File: config.mk
export PLATFORM = sky130hd
export DESIGN_NAME = fcg_gate
export DESIGN_NICKNAME = d
export VERILOG_FILES = /design/src/logic/fcg_pkg.sv /design/src/logic/fcg_gate.sv /design/src/logic/fcg_permit.sv /design/src/logic/fcg_once_store.sv
export SDC_FILE = /design/constraint.sdc
export NUM_CORES = 1
export LEC_CHECK = 0
export ABC_AREA = 1
export BUFFER_PORTS_ARGS = -buffer_cell sky130_fd_sc_hd__clkbuf_2
export CAP_MARGIN = 40
export CELL_PAD_IN_SITES_DETAIL_PLACEMENT = 0
export CELL_PAD_IN_SITES_GLOBAL_PLACEMENT = 1
export CORE_AREA = 5 5 196 198
export DETAILED_ROUTE_END_ITERATION = 10
export DIE_AREA = 0 0 201 203
export PLACE_DENSITY_LB_ADDON = 0.1
export SETUP_SLACK_MARGIN = 0.02
export SLEW_MARGIN = 20
export SYNTH_ARGS = -nofsm -noshare
export SYNTH_HDL_FRONTEND = slang
export SYNTH_SLANG_ARGS = --single-unit
File: constraint.sdc
create_clock -name clk_in -period 3.35 [get_ports clk_in]
set_clock_uncertainty 0.15 [all_clocks]
set_input_delay 0.1675 -clock clk_in [delete_from_list [all_inputs] [get_ports clk_in]]
set_output_delay 0.1675 -clock clk_in [all_outputs]
set_load 0.1 [all_outputs]
File: src/logic/fcg_pkg.sv
// Package with command codes, register offsets and reset values of the flash command gate.
package fcg_pkg;

  localparam logic [7:0] CMD_ERASE_VERIFY_ALL   = 8'h01;
  localparam logic [7:0] CMD_ERASE_VERIFY_BLOCK = 8'h02;
  localparam logic [7:0] CMD_ERASE_VERIFY_SECT  = 8'h03;
  localparam logic [7:0] CMD_READ_ONCE          = 8'h04;
  localparam logic [7:0] CMD_PROGRAM_FLASH      = 8'h06;
  localparam logic [7:0] CMD_PROGRAM_ONCE       = 8'h07;
  localparam logic [7:0] CMD_ERASE_ALL          = 8'h08;
  localparam logic [7:0] CMD_ERASE_BLOCK        = 8'h09;
  localparam logic [7:0] CMD_ERASE_SECTOR       = 8'h0A;
  localparam logic [7:0] CMD_UNSECURE           = 8'h0B;
  localparam logic [7:0] CMD_VERIFY_KEY         = 8'h0C;
  localparam logic [7:0] CMD_USER_MARGIN        = 8'h0D;
  localparam logic [7:0] CMD_FIELD_MARGIN       = 8'h0E;
  localparam logic [7:0] CMD_EE_VERIFY_SECT     = 8'h10;
  localparam logic [7:0] CMD_EE_PROGRAM         = 8'h11;
  localparam logic [7:0] CMD_EE_ERASE_SECTOR    = 8'h12;
  localparam logic [7:0] CMD_PROT_OVERRIDE      = 8'h13;

  localparam logic [3:0] REG_CLKDIV  = 4'h0;
  localparam logic [3:0] REG_STATUS  = 4'h1;
  localparam logic [3:0] REG_COMMAND = 4'h2;
  localparam logic [3:0] REG_PROT    = 4'h3;
  localparam logic [3:0] REG_EEPROT  = 4'h4;
  localparam logic [3:0] REG_RESULT  = 4'h5;

  localparam int STAT_COMMAND_COMPLETE_FLAG   = 7;
  localparam int STAT_ACCESS_ERROR_FLAG = 5;
  localparam int STAT_PVIOL  = 4;
  localparam int STAT_DIVLD  = 3;

  localparam int PROT_OPEN = 7;
  localparam int PROT_HDIS = 5;
  localparam int PROT_LDIS = 2;
  localparam int EEPROT_OPEN = 7;

  localparam logic [7:0] CLKDIV_RESET = 8'h00;
  localparam logic [7:0] PROT_RESET   = 8'hFF;
  localparam logic [7:0] EEPROT_RESET = 8'h80;

  typedef enum logic [1:0] {
    FCG_IDLE   = 2'b00,
    FCG_LAUNCH = 2'b01,
    FCG_BUSY   = 2'b10
  } fcg_state_t;

endpackage : fcg_pkg

File: src/logic/fcg_gate.sv
// The strobed register port and the address map are this design's own decisions.
`timescale 1ns/1ps
// Flash command gate: register port, permission check and launch handshake to the algorithm engine.

// What this block does
// - Unsecured normal mode refuses erase-all, unsecure and field-margin commands.
// - Unsecured special mode refuses only the backdoor key verify command.
// - Secured normal mode behaves as unsecured normal mode.
// - Secured special mode allows only five erase-verify, erase, unsecure, override commands.
// - Erase-verify-all checks every flash and EEPROM block erased.
// - Erase-verify-block checks one addressed flash block erased.
// - Erase-verify-section checks a count of words from an address.
// - Read-once returns the low 16 bits of the addressed word of the one-time 64-byte field.
// - Program-flash programs one phrase at the address.
// - Program-once writes the addressed word of the 64-byte field, each word once only.
// - Erase-all runs only with all three region bits and EEPROM open set.
// - Erase-block runs only with low, high disable and open bits set.
// - Erase-sector erases the addressed flash sector.
// - Unsecure erases and verifies all blocks, then releases security.
// - Backdoor verify compares keys and releases security on a match.
// - User margin level is applied to all flash blocks.
// - Field margin level is applied, only in unsecured special mode.
// - Protection override verifies a key, then overrides protection until reset.
// - EEPROM verify, program and sector erase allowed except secured special.
// - Writing one to command-complete launches; flag stays low until done.
// - An invalid code sets the access error and is not run.
// - Program or erase before a clock divider write sets access error.
module fcg_gate
  import fcg_pkg::*;
#(
  parameter int ONCE_WORDS = 8
) (
  input  wire logic        clk_in,
  input  wire logic        resetn_in,
  input  wire logic        ce_in,
  input  wire logic [3:0]  addr_in,
  input  wire logic [31:0] wdata_in,
  input  wire logic        wr_in,
  input  wire logic        rd_in,
  input  wire logic        special_mode_in,
  input  wire logic        secured_in,
  input  wire logic        engine_done_in,
  input  wire logic        engine_fail_in,
  input  wire logic        key_match_in,
  input  wire logic        erased_ok_in,
  output logic [31:0]      rdata_out,
  output logic             engine_start_out,
  output logic [7:0]       engine_cmd_out,
  output logic [23:0]      engine_addr_out,
  output logic [15:0]      engine_data_out,
  output logic             release_security_out,
  output logic             protect_override_out,
  output logic [1:0]       margin_level_out,
  output logic             margin_field_out
);

  if (ONCE_WORDS != 8) begin : g_bad_words
    $error("fcg_gate: the one-time field is indexed by three address bits, eight words");
  end

  typedef struct packed {
    fcg_state_t  state;
    logic [7:0]  clkdiv;
    logic        divld;
    logic        command_complete_flag;
    logic        access_error_flag;
    logic        pviol;
    logic [7:0]  code;
    logic [23:0] addr;
    logic [15:0] data;
    logic [7:0]  prot;
    logic [7:0]  eeprot;
    logic [31:0] rdata;
    logic        start;
    logic        release_sec;
    logic        override;
    logic [1:0]  margin;
    logic        margin_field;
    logic        once_wr;
  } fcg_regs_t;

  fcg_regs_t r;
  fcg_regs_t next_r;

  logic        defined;
  logic        allowed;
  logic        prog_erase;
  logic        once_done;
  logic [63:0] once_data;

  fcg_permit u_permit (
    .code_in        (r.code),
    .special_in     (special_mode_in),
    .secured_in     (secured_in),
    .defined_out    (defined),
    .allowed_out    (allowed),
    .prog_erase_out (prog_erase)
  );

  fcg_once_store #(
    .WORDS (ONCE_WORDS)
  ) u_once (
    .clk_in    (clk_in),
    .resetn_in (resetn_in),
    .ce_in     (ce_in),
    .index_in  (r.addr[2:0]),
    .write_in  (r.once_wr),
    .data_in   ({48'h000000000000, r.data}),
    .done_out  (once_done),
    .data_out  (once_data)
  );

  logic protect_all_open;
  logic ee_open;
  assign protect_all_open = r.prot[PROT_LDIS] && r.prot[PROT_HDIS] && r.prot[PROT_OPEN];
  assign ee_open          = r.eeprot[EEPROT_OPEN];

  always_comb begin
    next_r          = r;
    next_r.start    = 1'b0;
    next_r.once_wr  = 1'b0;
    next_r.release_sec = 1'b0;
    next_r.rdata    = 32'h00000000;

    if (rd_in) begin
      unique case (addr_in)
        REG_CLKDIV:  next_r.rdata = {24'h000000, r.clkdiv};
        REG_STATUS:  next_r.rdata = {24'h000000, r.command_complete_flag, 1'b0, r.access_error_flag, r.pviol, r.divld, 3'b000};
        REG_COMMAND: next_r.rdata = {r.code, r.addr};
        REG_PROT:    next_r.rdata = {24'h000000, r.prot};
        REG_EEPROT:  next_r.rdata = {24'h000000, r.eeprot};
        REG_RESULT:  next_r.rdata = {16'h0000, r.data};
        default:     next_r.rdata = 32'h00000000;
      endcase
    end

    if (wr_in) begin
      unique case (addr_in)
        REG_CLKDIV: begin
          next_r.clkdiv = wdata_in[7:0];
          next_r.divld  = 1'b1;
        end
        REG_STATUS: begin
          if (wdata_in[STAT_ACCESS_ERROR_FLAG]) next_r.access_error_flag = 1'b0;
          if (wdata_in[STAT_PVIOL])  next_r.pviol  = 1'b0;
          if (wdata_in[STAT_COMMAND_COMPLETE_FLAG] && r.command_complete_flag && !r.access_error_flag && !r.pviol) begin
            next_r.command_complete_flag  = 1'b0;
            next_r.state = FCG_LAUNCH;
          end
        end
        REG_COMMAND: begin
          if (r.command_complete_flag) begin
            next_r.code = wdata_in[31:24];
            next_r.addr = wdata_in[23:0];
          end
        end
        REG_RESULT: begin
          if (r.command_complete_flag) next_r.data = wdata_in[15:0];
        end
        REG_PROT:   next_r.prot   = wdata_in[7:0];
        REG_EEPROT: next_r.eeprot = wdata_in[7:0];
        default: begin
        end
      endcase
    end

    unique case (r.state)
      FCG_IDLE: begin
      end
      FCG_LAUNCH: begin
        next_r.state = FCG_IDLE;
        next_r.command_complete_flag  = 1'b1;
        if (!defined || !allowed) begin
          next_r.access_error_flag = 1'b1;
        end else if (prog_erase && !r.divld) begin
          next_r.access_error_flag = 1'b1;
        end else if (r.code == CMD_ERASE_ALL && !(protect_all_open && ee_open)) begin
          next_r.pviol = 1'b1;
        end else if (r.code == CMD_ERASE_BLOCK && !protect_all_open) begin
          next_r.pviol = 1'b1;
        end else if (r.code == CMD_READ_ONCE) begin
          next_r.data = once_data[15:0];
        end else if (r.code == CMD_PROGRAM_ONCE) begin
          if (once_done) next_r.access_error_flag = 1'b1;
          else next_r.once_wr = 1'b1;
        end else if (r.code == CMD_USER_MARGIN) begin
          next_r.margin       = r.data[1:0];
          next_r.margin_field = 1'b0;
        end else if (r.code == CMD_FIELD_MARGIN) begin
          next_r.margin       = r.data[1:0];
          next_r.margin_field = 1'b1;
        end else begin
          next_r.command_complete_flag  = 1'b0;
          next_r.start = 1'b1;
          next_r.state = FCG_BUSY;
        end
      end
      FCG_BUSY: begin
        if (engine_done_in) begin
          next_r.state = FCG_IDLE;
          next_r.command_complete_flag  = 1'b1;
          if (engine_fail_in) next_r.access_error_flag = 1'b1;
          if (r.code == CMD_UNSECURE && erased_ok_in) begin
            next_r.release_sec = 1'b1;
          end
          if (r.code == CMD_VERIFY_KEY && key_match_in) begin
            next_r.release_sec = 1'b1;
          end
          if (r.code == CMD_PROT_OVERRIDE && key_match_in) begin
            next_r.override = 1'b1;
          end
        end
      end
      default: begin
        next_r.state = FCG_IDLE;
      end
    endcase
  end

  always_ff @(posedge clk_in or negedge resetn_in) begin
    if (!resetn_in) begin
      r              <= '0;
      r.state        <= FCG_IDLE;
      r.clkdiv       <= CLKDIV_RESET;
      r.command_complete_flag         <= 1'b1;
      r.prot         <= PROT_RESET;
      r.eeprot       <= EEPROT_RESET;
    end else if (ce_in) begin
      r <= next_r;
    end
  end

  assign rdata_out            = r.rdata;
  assign engine_start_out     = r.start;
  assign engine_cmd_out       = r.code;
  assign engine_addr_out      = r.addr;
  assign engine_data_out      = r.data;
  assign release_security_out = r.release_sec;
  assign protect_override_out = r.override;
  assign margin_level_out     = r.margin;
  assign margin_field_out     = r.margin_field;

endmodule : fcg_gate

File: src/logic/fcg_permit.sv
`timescale 1ns/1ps
// Permission lookup by command code, special mode and security state.
module fcg_permit
  import fcg_pkg::*;
(
  input  wire logic [7:0] code_in,
  input  wire logic       special_in,
  input  wire logic       secured_in,
  output logic            defined_out,
  output logic            allowed_out,
  output logic            prog_erase_out
);

  always_comb begin
    defined_out    = 1'b1;
    allowed_out    = 1'b0;
    prog_erase_out = 1'b0;
    unique case (code_in)
      CMD_ERASE_VERIFY_ALL, CMD_ERASE_VERIFY_BLOCK, CMD_PROT_OVERRIDE: begin
        allowed_out = 1'b1;
      end
      CMD_ERASE_ALL, CMD_UNSECURE: begin
        allowed_out    = special_in;
        prog_erase_out = 1'b1;
      end
      CMD_VERIFY_KEY: begin
        allowed_out = !special_in;
      end
      CMD_FIELD_MARGIN: begin
        allowed_out = special_in && !secured_in;
      end
      CMD_ERASE_VERIFY_SECT, CMD_READ_ONCE, CMD_USER_MARGIN, CMD_EE_VERIFY_SECT: begin
        allowed_out = !(special_in && secured_in);
      end
      CMD_PROGRAM_FLASH, CMD_PROGRAM_ONCE, CMD_ERASE_BLOCK, CMD_ERASE_SECTOR,
      CMD_EE_PROGRAM, CMD_EE_ERASE_SECTOR: begin
        allowed_out    = !(special_in && secured_in);
        prog_erase_out = 1'b1;
      end
      default: begin
        defined_out = 1'b0;
      end
    endcase
  end

endmodule : fcg_permit

File: src/logic/fcg_once_store.sv
`timescale 1ns/1ps
// One-time field store: each word may be written once and read back.
module fcg_once_store #(
  parameter int WORDS = 8
) (
  input  wire logic                     clk_in,
  input  wire logic                     resetn_in,
  input  wire logic                     ce_in,
  input  wire logic [$clog2(WORDS)-1:0] index_in,
  input  wire logic                     write_in,
  input  wire logic [63:0]              data_in,
  output logic                          done_out,
  output logic [63:0]                   data_out
);

  if (WORDS < 2) begin : g_bad_words
    $error("fcg_once_store needs at least two words");
  end

  logic [63:0]      mem [WORDS];
  logic [WORDS-1:0] used;

  always_ff @(posedge clk_in or negedge resetn_in) begin
    if (!resetn_in) begin
      used <= '0;
    end else if (ce_in && write_in && !used[index_in]) begin
      used[index_in] <= 1'b1;
    end
  end

  always_ff @(posedge clk_in) begin
    if (ce_in && write_in && !used[index_in]) begin
      mem[index_in] <= data_in;
    end
  end

  assign done_out = used[index_in];
  assign data_out = used[index_in] ? mem[index_in] : 64'hFFFFFFFFFFFFFFFF;

endmodule : fcg_once_store

==> results of run 1 <==
## critical path, delay by kind of cell
kind	cells	cell delay (ns)
buf+inv	7	2.54
simple gates	2	0.32
compound gates	1	0.08
## final cells by class
class | count | area [um^2] | share of cell area
Clock inverter | 11 | 101 | 0.00686
Timing Repair Buffer | 221 | 1530 | 0.103
Multi-Input combinational cell | 970 | 4350 | 0.295
Clock buffer | 41 | 811 | 0.0549
Inverter | 109 | 409 | 0.0277
Sequential cell | 253 | 6990 | 0.473
Tap cell | 468 | 586 | 0.0396
## kinds of logic (layout without fill, tap and decap cells)
kind of cell	after synthesis	count (layout)	synth area share
flops	253	253	0.553
compound gates	141	141	0.0687
buf+inv	258	382	0.105
simple gates	815	815	0.261
mux	10	10	0.00892
fa+ha+maj	4	4	0.00396
## registers in the layout, summed over array words and instances, names as in the netlist
| name | count |
|---|---|
| u_once.mem | 128 |
| rdata_out | 32 |
| r | 30 |
| engine_addr_out | 24 |
| engine_data_out | 16 |
| engine_cmd_out | 8 |
| u_once.used | 8 |
| margin_level_out | 2 |
| ee_open | 1 |
| engine_start_out | 1 |
| margin_field_out | 1 |
| protect_override_out | 1 |
| release_security_out | 1 |
## power by group
group / switching, mW / total (mW) / internal (mW)
sequential: 0.417 / 4.10 / 3.68
combinational: 2.49 / 3.20 / 0.710
clock: 1.25 / 3.07 / 1.82
total: 4.16 / 10.4 / 6.21
## final timing paths
path / cells after the start / end / startpoint / slack, ns
min in group clk_in: 5 / r[103]$_DFFE_PN0P_ / addr_in[1] / 0.07
hold / removal: 3 / engine_addr_out[21]$_DFFE_PN0P_ / resetn_in / 0.05
setup / recovery: 10 / release_security_out$_DFFE_PN0P_ / ce_in / 0.51
setup reg to reg: 14 / r[105]$_DFFE_PN1P_ / engine_cmd_out[3]$_DFFE_PN0P_ / 0.59
hold reg to reg: 1 / u_once.used[1]$_DFFE_PN0P_ / u_once.used[1]$_DFFE_PN0P_ / 0.32
max in group asynchronous: 3 / r[49]$_DFFE_PN1P_ / resetn_in / 2.65
## metal layers
metal	vias up	share of wire
met3	34	0.042
li1	4896	-
met2	168	0.49
met1	4656	0.45
met5	-	0
met4	0	0.013
## per-stage QoR
stage	hold slack, ns	power, mW	instances
after detailed placement	-0.0491	7.36	1976
after CTS	0.0340	10.5	2073
after global placement	0.200	7.35	1974
final	0.0468	10.4	2073
after global routing	0.0671	11.0	2073
after floorplan	-0.278	6.65	1481
## cell usage in the layout, fill, tap and decap left out, drive strengths merged, types with 11 or more instances in the layout
cell type,Yosys,routed
o21ai,76,76
edfxtp,128,128
dlygate4sd3,0,44
nand3,49,49
inv,105,106
dfrtp,115,115
clkbuf,38,172
nand4,21,21
a32o,18,18
nand2,677,677
clkinv,4,11
buf,111,46
nor2,50,50
a21oi,23,23
==> results by group, run 1 <==
Status
  – Outcome: finished clean

Route
  – Total number of vias: 9754
  – Routed Antenna Nets: 0
  – Final wirelength: 37300 um
  – DR vias/cell: 4.71
  – TritonRoute pass-1 iters: 5
  – Initial DRC Count: 537
  – WL/cell: 18.0 um
  – Residual DRC count: 0

Clock tree
  – Number of H-tree levels: 1
  – Reg clk slew, reported paths: 0.06 ns
  – Post_cts resized: 0
  – CTS buffer count: 28
  – Root Driver: clkbuf_16
  – Clock latency at the later pin of the worst-skew pair: 0.54 ns
  – TritonCTS clock tree: yes
  – Setup bufs post-CTS: 0
  – CTS Buffer Depth: 3
  – Num Clock Sinks: 253
  – Hold Buf Count CTS: 45

Floorplan
  – Die height: 203 um
  – Num ports: 133
  – Initial Util: 0.347
  – # rows: 70
  – Die area: 40800 um^2
  – Core area: 36300 um^2
  – Die W: 201 um

Setup path
  – Critical Path Source Type: input port
  – Crit Path Class: in -> reg
  – CP max FO: 60
  – Worst Path Arrival: 3.16 ns
  – Critical path's largest stage delay: 0.56 ns
  – CP max stage cell: dlygate4sd3_1
  – WP data required: 3.68 ns
  – Most common cell on crit path: dlygate4sd3_1
  – Crit end category: register
  – Cell breakdown of the critical path: dlygate4sd3_1 > clkbuf_2 > buf_4 > inv_2 > buf_12 > nor2_1 > nand3_1 > dlygate4sd3_1 > o211ai_1 > dlygate4sd3_1

Place
  – Dpl hpwl: 24800 um
  – Pre-CTS setup slack: 0.728 ns
  – Area after DPL: 13400 um^2
  – Gpl congestion: 0.804
  – Port Buffers: 132

Synth
  – Top_reg_cell synth: edfxtp_1
  – Seq cells post-synth: 253
  – Synth top area share: 0.304
  – Yosys cell types: 46
  – Post-synth EDFFs: 128
  – Post-synth top cells: nand2_1, edfxtp_1, dfrtp_1
  – Post-Syn Area: 12600 um^2
  – Ranking of synthesized cells by area: edfxtp_1, dfrtp_1, nand2_1
  – Yosys warns: 0
  – Top-count cell post-synth: nand2_1
  – Mean Syn Cell Area: 8.53 um^2
  – Synthesized net count: 1532
  – Register area share after synthesis: 0.553
  – Area leader, netlist: edfxtp_1
  – Post-Syn Instances: 1481
  – Post-synth ARST share: 0.494

STA
  – Max-slew violation count: 0
  – Setup TNS: 0 ns
  – Setup ws final: 0.514 ns
  – Max Freq: 353 MHz
  – Final worst-path cycle share: 0.847
  – RSZ-0062 raised after global routing: false
  – Worst-Margin Slew: 0.730 ns
  – Final Hold Viols: 0
  – Setup violators final: 0
  – Final min period: 2.84 ns
  – Relative slew slack: 0.511

Pwr
  – Cell Pwr Density: 702 nW/um^2
  – Maximum vdd drop: 510 uV
  – Lkg Pwr: 7.16 nW

GRT
  – Grt ovf: 0
  – Global-route wire length before repair: 59200 um
  – Initial antenna violation count: 0
  – Vias in the first global route: 10100
  – Gr usage total: 0.180
  – GRT met3 Usage: 0.0292
  – Grt met2 use: 0.315
  – Grt met1 use: 0.240
  – Largest net degree at the start of global routing: 61
  – Grt peak-use layer: met2

Cells and area
  – Fill cells: 3710
  – Nets: 1634
  – Share of cells above drive strength 1: 0.167
  – Core Util, Final: 0.406
  – # diodes: 0
  – Design Area, Final: 14800 um^2
  – Area Growth Syn to Fin: 17.0%

Run
  – Max-cap violations: 0

Min path
  – Hold WC Path Type: in -> async
Note: power is estimated with default switching activity, not from simulation.
==> run 2: changes to the inputs <==
--- a/config.mk
+++ b/config.mk
@@ -5,14 +5,14 @@
 export SDC_FILE = /design/constraint.sdc
 export NUM_CORES = 1
 export LEC_CHECK = 0
-export ABC_AREA = 1
+export ABC_AREA = 0
 export BUFFER_PORTS_ARGS = -buffer_cell sky130_fd_sc_hd__clkbuf_2
 export CAP_MARGIN = 40
 export CELL_PAD_IN_SITES_DETAIL_PLACEMENT = 0
 export CELL_PAD_IN_SITES_GLOBAL_PLACEMENT = 1
-export CORE_AREA = 5 5 196 198
+export CORE_AREA = 5 5 187 189
 export DETAILED_ROUTE_END_ITERATION = 10
-export DIE_AREA = 0 0 201 203
+export DIE_AREA = 0 0 192 194
 export PLACE_DENSITY_LB_ADDON = 0.1
 export SETUP_SLACK_MARGIN = 0.02
 export SLEW_MARGIN = 20
==> constraint.sdc (replaced) <==
create_clock -name clk_in -period 2.4 [get_ports clk_in]
set_clock_uncertainty 0.15 [all_clocks]
set_input_delay 0.12 -clock clk_in [delete_from_list [all_inputs] [get_ports clk_in]]
set_output_delay 0.12 -clock clk_in [all_outputs]
set_load 0.1 [all_outputs]
==> run 2 against run 1 <==
Setup slack got worse by 0.45 ns. Sequential power rose by 14%. Clock power rose by 50%. Total power fell by 6.5%. Flip-flop and latch count did not move. Critical path depth fell by 3. Critical path type is now reg -> reg. Critical endpoint is now margin_level_out[1]$_DFFE_PN0P_. Largest power group unchanged. Highest routed layer unchanged.
==> results by group, run 2 <==
Place
  – Dpl hpwl: 22900 um
  – Port Buffers: 132
  – Pre-CTS setup slack: -0.0865 ns
  – Gpl congestion: 0.789

Pwr
  – Total power: 9.70 mW
  – Lkg Pwr: 6.21 nW
  – Maximum vdd drop: 583 uV
  – Cell Pwr Density: 690 nW/um^2

STA
  – Worst-Margin Slew: 0.722 ns
  – RSZ-0062 raised after global routing: true
  – Final min period: 2.34 ns
  – Final Hold Viols: 0
  – Final worst-path cycle share: 0.973
  – Max-slew violation count: 0
  – Hold slack: 0.00514 ns
  – Relative slew slack: 0.519
  – Max Freq: 428 MHz
  – Setup violators final: 0
  – Setup ws final: 0.0640 ns

Synth
  – Synth Area in XOR/XNOR: 0.00153
  – Register area share after synthesis: 0.609
  – Synthesized net count: 870
  – Post-synth EDFFs: 128
  – Yosys warns: 0
  – Post-Syn Instances: 819
  – Post-synth ARST share: 0.494
  – Seq cells post-synth: 253
  – Adder-Cell Fraction of Synth Area: 0.00437
  – Main combinational cell family by area after synthesis: compound AO/OA/AOI/OAI gates
  – Ranking of synthesized cells by area: edfxtp_1, dfrtp_1, buf_4
  – Top-count cell post-synth: edfxtp_1
  – Yosys cell types: 82
  – Post-Synth Simple-Gate Area: 0.0661
  – Mean Syn Cell Area: 14.0 um^2
  – Synth top area share: 0.335
  – Mux cell area share after synthesis: 0.107
  – Post-Syn Area: 11500 um^2
  – Synth Area in Compound Gates: 0.129
  – Post-synth top cells: edfxtp_1, dfrtp_1, buf_4
  – Top_reg_cell synth: edfxtp_1
  – Area leader, netlist: edfxtp_1

Floorplan
  – Initial Util: 0.346
  – Die area: 37200 um^2
  – # rows: 67
  – Num ports: 133
  – Core area: 33100 um^2
  – Die W: 192 um
  – Die height: 194 um

Cells and area
  – # diodes: 0
  – Area Growth Syn to Fin: 22.6%
  – Share of cells above drive strength 1: 0.377
  – Max FFs per register: 128
  – Commonest cells after routing, fill and taps aside: clkbuf_2, edfxtp_1, dfrtp_1, buf_4, mux2_2
  – Multi-input combinational cell area: 3620 um^2
  – Reg with most FFs: u_once.mem
  – Most common cell after layout, fill and taps aside: clkbuf_2
  – Core Util, Final: 0.425
  – Storage cell area: 6990 um^2
  – Fill cells: 3053
  – Nets: 1033

Route
  – Initial DRC Count: 467
  – Total number of vias: 7470
  – Residual DRC count: 0
  – Routed Antenna Nets: 0
  – DR vias/cell: 5.14
  – Final wirelength: 32400 um
  – WL/cell: 22.3 um
  – TritonRoute pass-1 iters: 5

GRT
  – Global-route wire length before repair: 50700 um
  – Grt ovf: 0
  – Grt peak-use layer: met2
  – GRT met3 Usage: 0.0211
  – Largest net degree at the start of global routing: 72
  – Grt met1 use: 0.234
  – Grt met2 use: 0.301
  – Initial antenna violation count: 0
  – Vias in the first global route: 8195
  – Gr usage total: 0.173

Setup path
  – Critical Path Source Type: register
  – FF-to-FF path depth: 7
  – R2R Setup Slk: 0.06 ns
  – Crit Path Class: reg -> reg
  – Cell breakdown of the critical path: or4b_4 > a311oi_2 > a41oi_2 > o311ai_4 > buf_6 > nand4_2 > mux2_1
  – Critical path's largest stage delay: 0.56 ns
  – Critical path startpoint: engine_cmd_out[5]$_DFFE_PN0P_
  – Critical R2R Capture: margin_level_out[1]$_DFFE_PN0P_
  – CP max stage cell: or4b_4
  – Crit end category: register
  – CP max FO: 6
  – WP data required: 2.67 ns
  – Crit Reg-Reg Startpoint: engine_cmd_out[5]$_DFFE_PN0P_
  – Worst Path Arrival: 2.60 ns

Clock tree
  – Root Driver: clkbuf_16
  – Clock latency at the later pin of the worst-skew pair: 0.54 ns
  – Number of H-tree levels: 1
  – Num Clock Sinks: 253
  – Reg clk slew, reported paths: 0.06 ns
  – TritonCTS clock tree: yes
  – CTS buffer count: 29
  – CTS Buffer Depth: 3

Min path
  – Hold Path Depth: 5
  – Hold WC Path Type: in -> reg
  – Min-Delay Startpoint: addr_in[2]
  – Hold EP: r[103]$_DFFE_PN0P_

Status
  – Outcome: finished clean

Run
  – Max-cap violations: 0
==> run 2: cell types whose count changed after synthesis, moves of 21 or more <==
cell	delta
a22oi_1	+25
inv_1	-79
mux2_1	+26
mux2_2	+40
nand2_1	-642
nand3_1	-32
nor2_1	-21
o21ai_0	-36
==> run 2: timing repair <==
| action | 4_1_cts | 5_1_grt |
|---|---|---|
| resized for setup | 1 | 12 |
| setup endpoints to repair | 16 | 106 |
| pin swaps | 1 | 1 |
| hold buffers | 41 | 0 |
| setup buffers | 2 | 3 |
| gates cloned | 0 | 0 |
| hold endpoints to repair | 201 | 0 |
==> run 2: metrics by stage <==
| step | setup TNS, ns | cells | cell area [um^2] |
|---|---|---|---|
| after floorplan | -7.43 | 819 | 11500 |
| after global placement | 0 | 1353 | 12600 |
| after detailed placement | -0.229 | 1353 | 12600 |
| after CTS | 0 | 1450 | 14000 |
| after global routing | -0.0181 | 1453 | 14100 |
| final | 0 | 1453 | 14100 |
==> run 2: per-layer routing <==
metal	share of wire	vias up
met5	0	-
met4	0.017	0
met3	0.037	34
met2	0.51	192
met1	0.44	3846
li1	-	3398
==> run 2: report_power, final <==
group | switching [mW] | total [mW] | leakage, nW | internal [mW]
Sequential | 0.0569 | 4.69 | 3.15 | 4.64
Clock | 1.73 | 4.60 | 0.477 | 2.87
Combinational | 0.209 | 0.402 | 2.59 | 0.192
==> run 2: worst max path at each step <==
stage	depth (start not counted)	to	slack, ns
after floorplan	5	u_once.mem[0][0]$_DFFE_PP_	-0.08
after global placement	6	engine_data_out[3]$_DFFE_PN0P_	0.01
after detailed placement	6	engine_data_out[3]$_DFFE_PN0P_	-0.09
after CTS	7	margin_level_out[1]$_DFFE_PN0P_	0.02
after global routing	7	margin_level_out[0]$_DFFE_PN0P_	-0.008
final	7	margin_level_out[1]$_DFFE_PN0P_	0.06
==> run 2: cells by family (layout without fill, tap and decap cells) <==
kind of cell,count (synthesis),after routing
adders and majority gates,4,4
muxes,100,100
AOI/OAI and AO/OA,180,180
buffers and inverters,145,331
DFF,253,253
xor gates and xnor gates,2,2
and+or+nand+nor,135,135
==> run 2: final cells by class <==
type / instances / area share
flip-flops and latches: 253 / 0.497
multi-input cells: 421 / 0.258
repair buffers: 263 / 0.131
clock buffers: 41 / 0.0548
well taps: 448 / 0.0399
clock inverters: 13 / 0.0153
inverters: 14 / 0.00374
==> run 2: critical path: cells and delay by family (launching register included) <==
kind                   cells  cell delay (ns)
flip-flops                 1             0.44
AND/OR/NAND/NOR            2             0.67
buffers and inverters      1             0.18
multiplexers               1             0.33
AO/OA/AOI/OAI              3             0.45
==> run 3: changes to the inputs <==
==> constraint.sdc (replaced) <==
create_clock -name clk_in -period 3 [get_ports clk_in]
set_clock_uncertainty 0.15 [all_clocks]
set_input_delay 0.15 -clock clk_in [delete_from_list [all_inputs] [get_ports clk_in]]
set_output_delay 0.15 -clock clk_in [all_outputs]
set_load 0.1 [all_outputs]
==> run 3 against run 2 <==
Register-to-register slack improved by 0.26 ns. Setup slack improved by 0.26 ns. Critical path depth decreased by 1. Critical path type unchanged. Largest cell class unchanged. Largest power group unchanged.
==> results by group, run 3 (synthesized netlist as in run 2, its figures left out) <==
Floorplan
  – Die area: 37200 um^2
  – Die W: 192 um
  – Initial Util: 0.346
  – Core area: 33100 um^2
  – Num ports: 133
  – # rows: 67
  – Die height: 194 um

Setup path
  – Crit end category: register
  – Critical R2R Capture: engine_data_out[14]$_DFFE_PN0P_
  – Critical path startpoint: engine_cmd_out[5]$_DFFE_PN0P_
  – Worst Path Arrival: 3.02 ns
  – Crit Reg-Reg Startpoint: engine_cmd_out[5]$_DFFE_PN0P_
  – CP max stage cell: o311ai_4
  – WP data required: 3.34 ns
  – Crit Path Class: reg -> reg
  – R2R Setup Slk: 0.32 ns
  – Largest delay share family, worst path: compound AO/OA/AOI/OAI gates
  – CP Buf/Inv Count: 1
  – Cell breakdown of the critical path: nor4_2 > o31ai_1 > o311ai_4 > buf_4 > a21bo_4 > o221a_2
  – CP max FO: 18
  – Critical path's largest stage delay: 0.50 ns
  – FF-to-FF path depth: 6
  – Critical Path Source Type: register

Place
  – Placed cell count: 1309
  – Gpl congestion: 0.831
  – Dpl hpwl: 22200 um
  – Port Buffers: 132

Status
  – Outcome: finished clean

STA
  – Final worst-path cycle share: 0.893
  – Relative slew slack: 0.494
  – Hold slack: 0.0261 ns
  – Max Freq: 373 MHz
  – Final min period: 2.68 ns
  – RSZ-0062 raised after global routing: false
  – Max-slew violation count: 0
  – Setup violators final: 0
  – Final Hold Viols: 0
  – Worst-Margin Slew: 0.759 ns
  – Setup TNS: 0 ns

Pwr
  – Clk network pwr share: 0.469
  – Flop pwr share: 0.491
  – Maximum vdd drop: 369 uV
  – Switching Fraction: 0.214
  – Lkg Pwr: 5.94 nW
  – Total power: 7.64 mW
  – Cell Pwr Density: 565 nW/um^2
  – Comb power frac: 0.041
  – Int Pwr: 6.01 mW
  – NetSw: 1.63 mW

Route
  – Total number of vias: 7333
  – Residual DRC count: 0
  – Routed Antenna Nets: 0
  – WL/cell: 22.9 um
  – Initial DRC Count: 389
  – TritonRoute pass-1 iters: 4
  – DR vias/cell: 5.22
  – Final wirelength: 32200 um

GRT
  – Gr usage total: 0.170
  – Grt ovf: 0
  – Grt met1 use: 0.231
  – Grt met2 use: 0.284
  – GRT met3 Usage: 0.0329
  – Global-route wire length before repair: 49100 um
  – Vias in the first global route: 7733
  – Initial antenna violation count: 3
  – Grt peak-use layer: met2
  – Largest net degree at the start of global routing: 78

Cells and area
  – Commonest cells after routing, fill and taps aside: clkbuf_2, edfxtp_1, dfrtp_1, mux2_2, dlygate4sd3_1
  – Final Non-Filler Cells: 1405
  – Core Util, Final: 0.409
  – # diodes: 0
  – Nets: 986
  – Max FFs per register: 128
  – Area Growth Syn to Fin: 18.0%
  – Reg with most FFs: u_once.mem
  – Most common cell after layout, fill and taps aside: clkbuf_2
  – Share of cells above drive strength 1: 0.330

Clock tree
  – Clock latency at the later pin of the worst-skew pair: 0.56 ns
  – CTS Buffer Depth: 3
  – Root Driver: clkbuf_16
  – Setup bufs post-CTS: 0
  – TritonCTS clock tree: yes
  – CTS buffer count: 29
  – Reg clk slew, reported paths: 0.06 ns
  – Number of H-tree levels: 1
  – Num Clock Sinks: 253

Min path
  – Hold EP: rdata_out[4]$_DFFE_PN0P_
  – Hold WC Path Type: in -> reg
  – Min-Delay Startpoint: addr_in[2]
  – Hold Path Depth: 5

Run
  – Max-cap violations: 0
## run 3: cell types whose count changed in the layout (fill, tap and decap cells not counted), moves of 4 or more
cell,delta
buf_4,-40
clkbuf_1,-7
nor2_1,+6
nor2_2,-6
buf_6,-5
buf_12,-4
## run 3: layout make-up
cell class              count  area (um^2)
repair buffers            216         1430
multi-input cells         421         3540
well taps                 448          561
inverters                  14         52.6
clock inverters            17          186
fillers                  3076        19600
flip-flops and latches    253         6990
clock buffers              36          772
## run 3: power by group through the flow
| stage | clock, mW | sequential [mW] | combinational, mW |
|---|---|---|---|
| final | 3.58 | 3.75 | 0.312 |
| after detailed placement | 0 | 3.82 | 0.278 |
| after global placement | 0 | 3.81 | 0.271 |
| after global routing | 3.82 | 3.75 | 0.345 |
| after floorplan | 0 | 3.80 | 0.156 |
| after CTS | 3.67 | 3.75 | 0.318 |
## run 3: tightest hold or removal path: cells and delay by family
| kind | cells | cell delay [ns] |
|---|---|---|
| compound gates | 3 | 0.25 |
| simple gates | 1 | 0.10 |
| buf+inv | 1 | 0.18 |
## run 3: how the worst max path moves through the flow
stage	endpoint	slack, ns	depth (start not counted)
6_report	engine_data_out[14]$_DFFE_PN0P_	0.32	6
5_1_grt	engine_data_out[14]$_DFFE_PN0P_	0.16	6
4_1_cts	engine_data_out[14]$_DFFE_PN0P_	0.33	6
3_5_place_dp	engine_data_out[14]$_DFFE_PN0P_	0.34	6
3_3_place_gp	r[105]$_DFFE_PN1P_	0.46	6
2_1_floorplan	u_once.mem[1][0]$_DFFE_PP_	0.23	5
## run 3: per-layer routing
metal	vias to the layer above	wire length, um
met3	31	1690
met1	3799	14100
met4	0	544
li1	3295	-
met2	208	15900
met5	-	0
## run 3: timing repair
item                      in CTS  in global routing
resized for setup              0                  0
hold buffers                  43                  0
hold endpoints to repair     159                  0
## run 3: through the flow
stage,cell area [um^2],worst slack (ns)
4_1_cts,13500,0.333
6_report,13500,0.322
2_1_floorplan,11500,0.235
3_5_place_dp,12100,0.339
5_1_grt,13500,0.162
3_3_place_gp,12100,0.456
